--- src/rtl/pbs_pkg.sv ---
// shared types and constants of the pixel binning / sub-sampling stage
package pbs_pkg;

   // ****************************************************************
   // widths
   // ****************************************************************
   localparam int PBS_PIX_W  = 12;
   localparam int PBS_ACC_W  = PBS_PIX_W + 3;   // eight full-scale pixels
   localparam int PBS_POS_W  = 4;               // position modulo 16
   localparam int PBS_ID_W   = 5;               // 32 mode identifiers
   localparam int PBS_MODE_W = 3;               // Format_7 mode number

   // ****************************************************************
   // mode identifiers and factory mapping of Format_7 modes 1..7
   // ****************************************************************
   localparam logic [PBS_ID_W-1:0] PBS_ID_FULL_RES = 5'h00;
   localparam logic [PBS_ID_W-1:0] PBS_ID_SUB_BASE = 5'h10;
   // mode 7 has no factory assignment and stays at full resolution
   localparam logic [7*PBS_ID_W-1:0] PBS_MAP_DEFAULT = {
      5'h00,   // mode 7
      5'h15,   // mode 6: 2 of 4 h + v sub-sampling
      5'h14,   // mode 5: 2 of 4 vertical sub-sampling
      5'h11,   // mode 4: 2 of 4 horizontal sub-sampling
      5'h05,   // mode 3: 2x full binning
      5'h04,   // mode 2: 2x vertical binning
      5'h01    // mode 1: 2x horizontal binning
   };

   // ****************************************************************
   // types
   // ****************************************************************
   // factor codes: binning 0=1x 1=2x 2=4x 3=8x; sub-sampling 0=none
   // 1=2 of 4, 2=2 of 8, 3=2 of 16
   typedef struct packed {
      logic       is_bin;
      logic [1:0] h_code;
      logic [1:0] v_code;
   } pbs_cfg_type;

   localparam pbs_cfg_type PBS_CFG_NONE = '{is_bin: 1'b0, h_code: 2'h0, v_code: 2'h0};

   typedef struct packed {
      logic                 valid;
      logic                 sof;
      logic                 eol;
      logic [PBS_PIX_W-1:0] data;
   } pbs_pix_in_type;

   typedef struct packed {
      logic                 valid;
      logic                 sof;
      logic                 eol;
      logic [PBS_ACC_W-1:0] data;
   } pbs_pix_out_type;

endpackage : pbs_pkg

--- src/rtl/pbs_binning.sv ---
// pixel binning and same-colour sub-sampling stage
//
// Behaviour
// - Horizontal binning sums 2, 4 or 8 neighbouring line pixels, counting black level once.
// - Vertical binning adds 2, 4 or 8 vertical neighbours, cutting line count by that factor.
// - Full binning combines vertical neighbours first, then horizontal, giving 4, 16 or 64.
// - Factors 2, 4 and 8 work independently in each direction and combined.
// - Binning leaves the offset, brightness and black level settings untouched.
// - Only vertical binning speeds frames up; horizontal binning keeps line timing.
// - Binning exists only on monochrome parts; sub-sampling on colour and monochrome.
// - Sub-sampling drops same-colour neighbours instead of summing them.
// - Horizontal, vertical and both-way sub-sampling keep 2 of 4, 8 or 16 pixels.
// - By default mode 1 is 2x horizontal, mode 2 2x vertical, mode 3 2x full binning.
// - By default modes 4, 5, 6 are 2 of 4 sub-sampling horizontal, vertical and both.
// - A mode change that alters image size marks shading references as stale.
// - Binning and sub-sampling are never applied together.
// - Mode 0 stays full resolution; modes 1 to 7 carry up to 7 mapped modes.
`timescale 1ns/1ps
`default_nettype none

module pbs_binning
   import pbs_pkg::*;
#(
   parameter logic [7*PBS_ID_W-1:0] MODE_MAP = PBS_MAP_DEFAULT
) (
   // clock and reset
   input  wire logic                  i_ref_clk,
   input  wire logic                  i_srst,
   // mode selection
   input  wire logic                  i_format7_active,
   input  wire logic [PBS_MODE_W-1:0] i_format7_mode,
   input  wire logic                  i_is_color,
   input  wire logic [PBS_PIX_W-1:0]  i_black_level,
   // shading reference handshake
   input  wire logic                  i_shading_ref_done,
   output var  logic                  o_shading_stale,
   // sensor vertical binning factor code
   output var  logic [1:0]            o_sensor_vbin,
   // pixel streams
   input  wire pbs_pix_in_type        i_pix,
   output var  pbs_pix_out_type       o_pix
);

   // ****************************************************************
   // mode decode
   // ****************************************************************
   function automatic pbs_cfg_type decode_id(input logic [PBS_ID_W-1:0] id);
      pbs_cfg_type c;
      c.is_bin = (id < PBS_ID_SUB_BASE);
      c.h_code = id[1:0];
      c.v_code = id[3:2];
      // an all-zero binning code is plain full resolution
      if (c.is_bin && (c.h_code == 2'h0) && (c.v_code == 2'h0)) begin
         c.is_bin = 1'b0;
      end
      return c;
   endfunction : decode_id

   // sub-sampling period mask: 2 of 4 -> 3, 2 of 8 -> 7, 2 of 16 -> 15
   function automatic logic [PBS_POS_W-1:0] sub_mask(input logic [1:0] code);
      return PBS_POS_W'((5'h02 << code) - 5'h01);
   endfunction : sub_mask

   // binning group mask: 2x -> 1, 4x -> 3, 8x -> 7
   function automatic logic [PBS_POS_W-1:0] bin_mask(input logic [1:0] code);
      return PBS_POS_W'((5'h01 << code) - 5'h01);
   endfunction : bin_mask

   logic [PBS_ID_W-1:0] sel_id;
   pbs_cfg_type         cfg_sel;
   pbs_cfg_type         cfg_eff;

   always_comb begin
      sel_id = PBS_ID_FULL_RES;
      if (i_format7_active && (i_format7_mode != 3'h0)) begin
         sel_id = MODE_MAP[(32'(i_format7_mode) - 1) * PBS_ID_W +: PBS_ID_W];
      end
      // one identifier, either binning or sub-sampling
      cfg_sel = decode_id(sel_id);
      if (i_is_color && cfg_sel.is_bin) begin
         cfg_sel = PBS_CFG_NONE;
      end
   end

   // ****************************************************************
   // state
   // ****************************************************************
   pbs_cfg_type           cfg_r,   cfg_nxt;
   logic [PBS_POS_W-1:0]  x_r,     x_nxt;
   logic [PBS_POS_W-1:0]  y_r,     y_nxt;
   logic [PBS_ACC_W-1:0]  acc_r,   acc_nxt;
   logic                  stale_r, stale_nxt;
   logic [1:0]            vbin_r,  vbin_nxt;
   pbs_pix_out_type       out_r,   out_nxt;

   logic [PBS_POS_W-1:0]  x_cur;
   logic [PBS_POS_W-1:0]  y_cur;
   logic [PBS_ACC_W-1:0]  sig;
   logic [PBS_ACC_W-1:0]  acc_sum;
   logic                  line_keep;
   logic                  pix_keep;
   logic                  grp_last;

   always_comb begin
      // config only switches at frame start, never mid-frame
      cfg_eff   = i_pix.sof ? cfg_sel : cfg_r;
      x_cur     = i_pix.sof ? 4'h0 : x_r;
      y_cur     = i_pix.sof ? 4'h0 : y_r;
      cfg_nxt   = cfg_eff;
      x_nxt     = x_r;
      y_nxt     = y_r;
      acc_nxt   = acc_r;
      stale_nxt = stale_r;
      vbin_nxt  = vbin_r;
      out_nxt   = '0;

      sig = (i_pix.data > i_black_level) ?
            PBS_ACC_W'(i_pix.data - i_black_level) : '0;
      // group restarts on its first pixel
      acc_sum = (((x_cur & bin_mask(cfg_eff.h_code)) == 4'h0) ? '0 : acc_r) + sig;

      // keep first two of each period
      line_keep = 1'b1;
      pix_keep  = 1'b1;
      grp_last  = 1'b1;
      if (!cfg_eff.is_bin) begin
         if (cfg_eff.v_code != 2'h0) begin
            line_keep = ((y_cur & sub_mask(cfg_eff.v_code)) < 4'h2);
         end
         if (cfg_eff.h_code != 2'h0) begin
            pix_keep = ((x_cur & sub_mask(cfg_eff.h_code)) < 4'h2);
         end
      end else begin
         // group end or forced at end of line
         grp_last = ((x_cur & bin_mask(cfg_eff.h_code)) == bin_mask(cfg_eff.h_code))
                    || i_pix.eol;
      end

      if (i_pix.valid) begin
         // position restarts at each line boundary
         x_nxt   = i_pix.eol ? 4'h0 : x_cur + 4'h1;
         y_nxt   = i_pix.eol ? y_cur + 4'h1 : y_cur;
         acc_nxt = acc_sum;
         out_nxt.sof = i_pix.sof;
         // end of line keeps its input timing
         out_nxt.eol = i_pix.eol && line_keep;
         if (cfg_eff.is_bin) begin
            // black level restored once per sum
            out_nxt.valid = grp_last;
            out_nxt.data  = acc_sum + PBS_ACC_W'(i_black_level);
         end else begin
            out_nxt.valid = line_keep && pix_keep;
            out_nxt.data  = PBS_ACC_W'(i_pix.data);
         end
      end

      if (i_pix.valid && i_pix.sof) begin
         // vertical sums are formed in the sensor register
         vbin_nxt = cfg_eff.is_bin ? cfg_eff.v_code : 2'h0;
      end

      if (i_shading_ref_done) begin
         stale_nxt = 1'b0;
      end
      if (i_pix.valid && i_pix.sof && (cfg_sel != cfg_r)) begin
         stale_nxt = 1'b1;
      end
   end

   always_ff @(posedge i_ref_clk) begin
      if (i_srst) begin
         cfg_r   <= PBS_CFG_NONE;
         x_r     <= '0;
         y_r     <= '0;
         acc_r   <= '0;
         stale_r <= 1'b0;
         vbin_r  <= 2'h0;
         out_r   <= '0;
      end else begin
         cfg_r   <= cfg_nxt;
         x_r     <= x_nxt;
         y_r     <= y_nxt;
         acc_r   <= acc_nxt;
         stale_r <= stale_nxt;
         vbin_r  <= vbin_nxt;
         out_r   <= out_nxt;
      end
   end

   assign o_pix           = out_r;
   assign o_sensor_vbin   = vbin_r;
   assign o_shading_stale = stale_r;
endmodule : pbs_binning

`default_nettype wire

--- config.mk ---
export PLATFORM = sky130hd
export DESIGN_NAME = pbs_binning
export DESIGN_NICKNAME = d
export VERILOG_FILES = /design/src/rtl/pbs_pkg.sv /design/src/rtl/pbs_binning.sv
export SDC_FILE = /design/constraint.sdc
export NUM_CORES = 1
export LEC_CHECK = 0
export BUFFER_PORTS_ARGS = -buffer_cell sky130_fd_sc_hd__buf_4
export CAP_MARGIN = 20
export CELL_PAD_IN_SITES_DETAIL_PLACEMENT = 1
export CELL_PAD_IN_SITES_GLOBAL_PLACEMENT = 2
export CORE_MARGIN = 3
export CORE_UTILIZATION = 25
export CTS_CLUSTER_SIZE = 30
export DETAILED_ROUTE_END_ITERATION = 10
export GPL_TIMING_DRIVEN = 0
export HOLD_SLACK_MARGIN = 0.12
export PLACE_DENSITY_LB_ADDON = 0.15
export SETUP_SLACK_MARGIN = 0.4
export SYNTH_ARGS = -nofsm -noshare
export SYNTH_HDL_FRONTEND = slang
export SYNTH_SLANG_ARGS = --single-unit
--- constraint.sdc ---
create_clock -name i_ref_clk -period 7.04 [get_ports i_ref_clk]
set_clock_uncertainty 0.05 [all_clocks]
set_input_delay 0.704 -clock i_ref_clk [delete_from_list [all_inputs] [get_ports i_ref_clk]]
set_output_delay 0.704 -clock i_ref_clk [all_outputs]
set_load 0.01 [all_outputs]
==> metrics.md, run 1 <==
| Metric | Value |
|---|---|
| # setup viols final | `0` |
| Pin count of the biggest net entering global routing | `18` |
| Largest cells by area after synthesis | `dfxtp_1, ha_1, nor2_1` |
| H-tree depth | `2` |
| WP data required | `7.22 ns` |
| Root Buffer | `clkbuf_16` |
| Static leakage | `2.57 nW` |
| Final hold viol count | `0` |
| Final-report max-slew violation count | `0` |
| RSZ-0062 raised after global routing | `no` |
| GRT overflow | `0` |
| Critical path class | `in -> reg` |
| Cts bufs inserted | `5` |
| CTS Sinks | `49` |
| Clk network pwr share | `26.8%` |
| Maxcap violations | `0` |
| Critical path arrival | `6.20 ns` |
| Largest family of logic cells by synthesized area | `compound AO/OA/AOI/OAI gates` |
| Crit path cell chain | `buf_4 -> inv_1 -> ha_1 -> nor2b_1 -> o31ai_2 -> a2111oi_4 -> o21ai_2 -> nand2_1 -> a211oi_1 -> or2_1 -> clkbuf_2 -> nor2_1 -> fa_1 -> xor2_1 -> ha_1 -> a21o_1 -> a21o_1 -> a211oi_1 -> o211ai_1 -> a41oi_1 -> a211oi_1 -> xnor2_1 -> nor3b_2` |
| Switching Fraction | `39.2%` |
| Syn Nets | `693` |
| Vias in the first global route | `4783` |
| Share of layout cells above drive strength 1 | `13.7%` |
| First-pass GRT wire length | `25100 um` |
| Number of flops mapped to enable cells by yosys | `0` |
| GRT Util Overall | `15.2%` |
| Hold Buf Count CTS | `0` |
| Sequential share of power | `30.2%` |
| Peak VDD IR | `97.1 uV` |
| Via count | `4537` |
| Cells after Synth | `601` |
| Routed wire length | `15400 um` |
| Final worst-path cycle share | `85.6%` |
| DRT iter0 DRCs | `141` |
| Worst-Skew Late Latency | `0.31 ns` |
| Initial Util | `25.6%` |
| Die Wd | `145 um` |
| Diode count | `0` |
| Hold/Removal Path Class | `reg -> reg` |
| Die area | `20900 um^2` |
| Port bufs | `54` |
| Largest stage delay on the critical path | `0.47 ns` |
| Worst hold slack | `0.415 ns` |
| Postcts setup bufs | `0` |
| Synth top area share | `20.4%` |
| Slowest CP cell | `fa_1` |
| Post-synthesis cell type count | `71` |
| Yosys top cell by area | `dfxtp_1` |
| Longest Clk Path Bufs | `2` |
| Compound-cell area share of the yosys netlist | `24.2%` |
| DRC | `0` |
| Post-Synth Adder-Cell Area | `15.4%` |
| Slew headroom | `38.4%` |
| DR WL/cell | `16.7 um` |
| Int Pwr | `605 uW` |
| Synth Cell Area | `4810 um^2` |
| CP most frequent cell | `a211oi_1` |
| TritonCTS clock tree | `built` |
| Avg Synthesized Cell Area | `8.01 um^2` |
| Nature of the critical path startpoint | `input port` |
| Post-synthesis async set-or-reset flop share | `0%` |
| Maximum fanout along the worst path | `10` |
| Post-DRT Antenna Nets | `0` |
| Syn. warnings | `0` |
| Core Region | `18800 um^2` |
| Sequential share of the synthesized area | `20.4%` |
| Crit path time final | `6.03 ns` |
| Gpl congestion | `0.826` |
| Post-Synth XOR/XNOR Area | `6.14%` |
| Synth Area in Simple Gates | `23.4%` |
| Status | `completed` |
| Least-Margin Pin Slew | `0.914 ns` |
| Delay-heaviest family, CP | `compound AO/OA/AOI/OAI gates` |
| Psw | `389 uW` |
| Crit path buffers/inverters | `3` |
| Synthesis-to-layout area growth | `18.4%` |
| FF+latch count, synth | `49` |
| DP HPWL | `12400 um` |
| Power share of the combinational group | `43.0%` |
| Initial antenna violation count | `0` |
| Via density per instance | `4.92` |
| Die H | `145 um` |
| Pre-Repair DR Iteration Count | `4` |
| Multi-input combinational cell area | `3580 um^2` |
| FF+latch area | `981 um^2` |
| Power Density | `175 nW/um^2` |
| Clock slew at the register clock pins of the worst setup and hold paths | `0.08 ns` |
| Setup TNS | `0 ns` |
| Fmax | `166 MHz` |
| Num rows | `50` |
| Ys flop type | `dfxtp_1` |
| Setup crit end kind | `flip-flop` |
| Fillcell total | `2268` |
| I/O Pins | `56` |
| Final #Nets | `754` |
| Mux contribution to synthesized area | `5.20%` |
[flip-flops by register name (all words and copies together) (netlist names)]
name	count
x_r	4
o_pix	18
y_r	4
o_shading_stale	1
o_sensor_vbin	2
acc_r	15
cfg_r	5
[worst paths after layout]
check / start / to / slack (ns) / depth (start not counted)
max: i_black_level[1] / o_pix[14] / 1.01 / 23
min: o_sensor_vbin[1] / o_sensor_vbin[1] / 0.41 / 2
max reg2reg: cfg_r[3] / o_pix[14] / 1.95 / 15
min reg2reg: o_sensor_vbin[1] / o_sensor_vbin[1] / 0.41 / 2
[cells in the mapped netlist, drive strengths merged (11+ instances only)]
master  count
dfxtp      49
nand2      35
o21ai      29
a21oi      41
nor2b      13
ha         53
nand3      12
a211oi     13
nor3       19
a21o       16
clkbuf     17
xnor2      20
and3       16
xor2       11
mux2i      25
inv        34
nor2       77
[through the flow]
step | util, % | instances | cell area (um^2) | total power [mW] | worst slack [ns]
global placement | 29.4 | 915 | 5540 | 0.731 | 0.450
floorplan | - | 601 | 4810 | 0.612 | 1.67
finish | 30.2 | 923 | 5700 | 0.994 | 1.01
CTS | 30.2 | 923 | 5690 | 1.02 | 0.720
global route | 30.2 | 923 | 5700 | 1.07 | 0.581
detailed placement | 29.4 | 915 | 5540 | 0.738 | 0.405
[tightest hold or removal path, delay by kind of cell (launching register included)]
kind / cells / cell delay (ns)
flip-flops: 1 / 0.32
AO/OA/AOI/OAI: 1 / 0.05
AND/OR/NAND/NOR: 1 / 0.05
[power groups by stage]
stage / registers (mW) / logic (mW) / clock network (mW)
2_1_floorplan: 0.308 / 0.304 / 0
3_3_place_gp: 0.306 / 0.425 / 0
3_5_place_dp: 0.307 / 0.431 / 0
4_1_cts: 0.301 / 0.434 / 0.282
5_1_grt: 0.302 / 0.479 / 0.291
6_report: 0.301 / 0.427 / 0.266
[metal layers]
layer  wire length [um]  vias up  share of wire, %  global-route usage (%)
met5                  0        -                 0                       0
met4                181        0               1.2                    3.39
met3                311       10               2.0                    2.23
met2               7460       49                48                    26.8
met1               7430     2168                48                    19.6
li1                   -     2310                 -                       -
[placed cells by master, fill, tap and decap left out, types with 5 or more instances in the layout]
cell type  instances
nor2_1            75
buf_4             54
ha_1              53
dfxtp_1           49
a21oi_1           41
nand2_1           35
inv_1             34
mux2i_1           25
o21ai_0           23
xnor2_1           20
a21o_1            16
nor3_1            16
clkbuf_1          16
and3_1            16
nor2b_1           13
nand3_1           12
xor2_1            11
a211oi_1          11
o21a_1             9
nand2b_1           8
nor3b_1            7
o21bai_1           6
o21ai_1            5
nand4_1            5
or3_1              5
clkbuf_16          5
[logic make-up after synthesis]
group / after synthesis
fa+ha+maj: 57
buf+inv: 58
flops: 49
mux: 25
simple gates: 219
xor+xnor: 32
compound gates: 161
[layout make-up]
cell class / count / area share, %
plain buffers: 24 / 2.20
clock buffers: 5 / 2.20
clock inverters: 3 / 0.461
inverters: 34 / 2.24
multi-input cells: 494 / 62.9
flip-flops and latches: 49 / 17.2
well taps: 260 / 5.71
repair buffers: 54 / 7.12
[repair_timing]
action                     4_1_cts  5_1_grt
setup endpoints to repair        0        1
gates resized for setup          0        2
hold endpoints to repair         0        0
Note: power is estimated with default switching activity, not from simulation.
==> run 2: changes to the inputs <==
Settings changed: ABC_AREA set to 1, SETUP_SLACK_MARGIN 0.4 to 0.05.
==> metrics.md, run 2 <==
| Metric | Value |
|---|---|
| Via count | `4677 (+3.1%)` |
| Core Region | `17600 um^2 (-6.6%)` |
| Vias in the first global route | `4821 (+0.79%)` |
| Final worst-path cycle share | `94.5% (+8.8 points)` |
| Least-Margin Pin Slew | `0.587 ns (-0.327 ns)` |
| Nature of the critical path startpoint | `input port` |
| Gr busiest metal | `met2` |
| Largest cells by area after synthesis | `dfxtp_1, ha_1, nand2_1` |
| Post-DRT Antenna Nets | `0 (unchanged)` |
| FF+latch area | `981 um^2 (unchanged)` |
| Yosys top cell by area | `dfxtp_1` |
| Max reg flops | `18 (unchanged)` |
| Synth cell count leaders | `nand2_1, inv_1, a21oi_1` |
| Syn Nets | `786 (+13%)` |
| Root Buffer | `clkbuf_16` |
| Worst-Skew Late Latency | `0.30 ns (about the same)` |
| Synth Cell Area | `4580 um^2 (-4.9%)` |
| Pin count of the biggest net entering global routing | `16 (-2)` |
| DP Area | `5260 um^2 (-5.0%)` |
| Hold/Removal Path Class | `reg -> reg` |
| Longest Clk Path Bufs | `2 (unchanged)` |
| Post-synthesis async set-or-reset flop share | `0% (unchanged)` |
| Number of flops mapped to enable cells by yosys | `0 (unchanged)` |
| Met2 Usage GRT | `24.6% (-2.2 points)` |
| Final hold viol count | `0 (unchanged)` |
| Most frequent cell after synthesis | `nand2_1` |
| Hold Buf Count CTS | `0 (unchanged)` |
| Most frequent cells in the layout | `nand2_1, inv_1, buf_4` |
| GRT Util Overall | `15.0% (-0.21 points)` |
| Multi-input combinational cell area | `3400 um^2 (-5.1%)` |
| Clock slew at the register clock pins of the worst setup and hold paths | `0.07 ns (about the same)` |
| Cells after Synth | `694 (+15%)` |
| Ys flop type | `dfxtp_1` |
| First-pass GRT wire length | `24100 um (-3.9%)` |
| Slowest CP cell | `fa_2` |
| Total power | `996 uW (+0.24%)` |
| Avg Synthesized Cell Area | `6.59 um^2 (-18%)` |
| Maxcap violations | `0 (unchanged)` |
| DR WL/cell | `15.0 um (-10%)` |
| Post-synthesis cell type count | `51 (-28%)` |
| Met1 Track Usage GR | `21.0% (+1.4 points)` |
| Fillcell total | `2237 (-1.4%)` |
| Power Density | `169 nW/um^2 (-3.1%)` |
| Gpl congestion | `0.833 (+0.87%)` |
| Via density per instance | `4.68 (-4.9%)` |
| Initial Util | `26.0% (+0.45 points)` |
| Maximum fanout along the worst path | `9 (-1)` |
| Cts bufs inserted | `5 (unchanged)` |
| CP most frequent cell | `ha_4` |
| Initial antenna violation count | `0 (unchanged)` |
| TritonCTS clock tree | `built` |
| Largest stage delay on the critical path | `0.41 ns (-0.06 ns)` |
| Num rows | `48 (-4.0%)` |
| I/O Pins | `56 (unchanged)` |
| # setup viols final | `0 (unchanged)` |
| DRC | `0 (unchanged)` |
| DRT iter0 DRCs | `127 (-9.9%)` |
| Synth top area share | `21.4% (+1.0 points)` |
| WP data required | `7.19 ns (-0.03 ns)` |
| Critical path class | `in -> reg` |
| DP HPWL | `11900 um (-4.2%)` |
| Fmax | `150 MHz (-9.4%)` |
| Synthesis-to-layout area growth | `28.7%` |
| Most common cell after layout, fill and taps aside | `nand2_1` |
| Crit path time final | `6.65 ns (+0.622 ns)` |
| FF+latch count, synth | `49 (unchanged)` |
| Syn. warnings | `0 (unchanged)` |
| Grt met3 use | `2.53% (+0.29 points)` |
| Die H | `141 um (-2.4%)` |
| Final-report max-slew violation count | `0 (unchanged)` |
| CTS Sinks | `49 (unchanged)` |
| Critical path arrival | `6.80 ns (+0.60 ns)` |
| Static leakage | `2.84 nW (+10%)` |
| Peak VDD IR | `88.5 uV (-8.8%)` |
| Routed wire length | `15000 um (-2.6%)` |
| Diode count | `0 (unchanged)` |
| Final #Nets | `867 (+15%)` |
| H-tree depth | `2 (unchanged)` |
| Sequential share of the synthesized area | `21.4% (+1.0 points)` |
| Slew headroom | `60.8% (+22 points)` |
| GRT overflow | `0 (unchanged)` |
| Post-route cell area | `5890 um^2 (+3.4%)` |
| Setup crit end kind | `flip-flop` |
| Die area | `20000 um^2 (-4.7%)` |
| Port bufs | `54 (unchanged)` |
| Share of layout cells above drive strength 1 | `21.2% (+7.4 points)` |
| Pre-Repair DR Iteration Count | `4 (unchanged)` |
| Status | `completed` |
| Die Wd | `141 um (-2.4%)` |
==> run 2: path summary, 6_finish.rpt <==
| check | from | to | slack (ns) | cells past startpoint |
|---|---|---|---|---|
| min reg2reg | y_r[0] | y_r[0] | 0.42 | 2 |
| min | y_r[0] | y_r[0] | 0.42 | 2 |
| max reg2reg | x_r[1] | o_pix[14] | 2.67 | 27 |
| max | i_format7_mode[0] | o_pix[14] | 0.39 | 40 |
==> run 2: kinds of logic after synthesis <==
family,Yosys count,share of synthesized area [%]
adder cells (fa/ha/maj),57,16.2
flip-flops,49,21.4
AND/OR/NAND/NOR,276,26.8
XOR/XNOR,27,5.33
AO/OA/AOI/OAI,154,19.1
buffers and inverters,131,11.2
==> run 2: final cells by class <==
class	instances	share of cell area, %
buffer	10	0.977
clock buffer	5	2.12
clock inverter	2	0.276
inverter	121	7.97
multi-input combinational	514	57.7
sequential	49	16.7
tap	225	4.78
timing repair buffer	74	9.56
==> run 2: metrics by stage <==
step	utilization (%)	setup slack, ns	hold WS (ns)	TNS [ns]	instances
2_1_floorplan	-	0.398	0.382	0	694
6_report	33.5	0.391	0.417	0	1000
4_1_cts	31.6	0.0466	0.416	0	986
5_1_grt	33.5	-0.0146	0.443	-0.0146	1000
3_3_place_gp	29.9	-1.04	0.399	-3.86	973
3_5_place_dp	29.9	-1.15	0.404	-4.50	973
==> run 2: metal layers <==
metal | vias to the layer above | part of all wire, %
met5 | - | 0
met4 | 0 | 0.77
met3 | 7 | 3.3
met2 | 48 | 45
met1 | 2197 | 51
li1 | 2425 | -
==> run 2: critical path: cells and delay by family <==
family / cells / cell delay, ns
buffers and inverters: 6 / 0.54
AO/OA/AOI/OAI: 10 / 1.61
adder cells (fa/ha/maj): 8 / 2.03
AND/OR/NAND/NOR: 15 / 1.73
XOR/XNOR: 1 / 0.16
==> run 2: timing repair <==
item,CTS,global route
pin swaps,6,39
gates resized for setup,25,46
gates cloned,0,0
endpoints found under the setup margin,6,7
buffers inserted,6,14
==> run 2: where the power goes <==
part	leakage [nW]	internal, mW	switching (mW)
Sequential	0.402	0.296	0.00715
Clock	0.0659	0.131	0.125
Combinational	2.38	0.176	0.261
Total	2.84	0.602	0.394
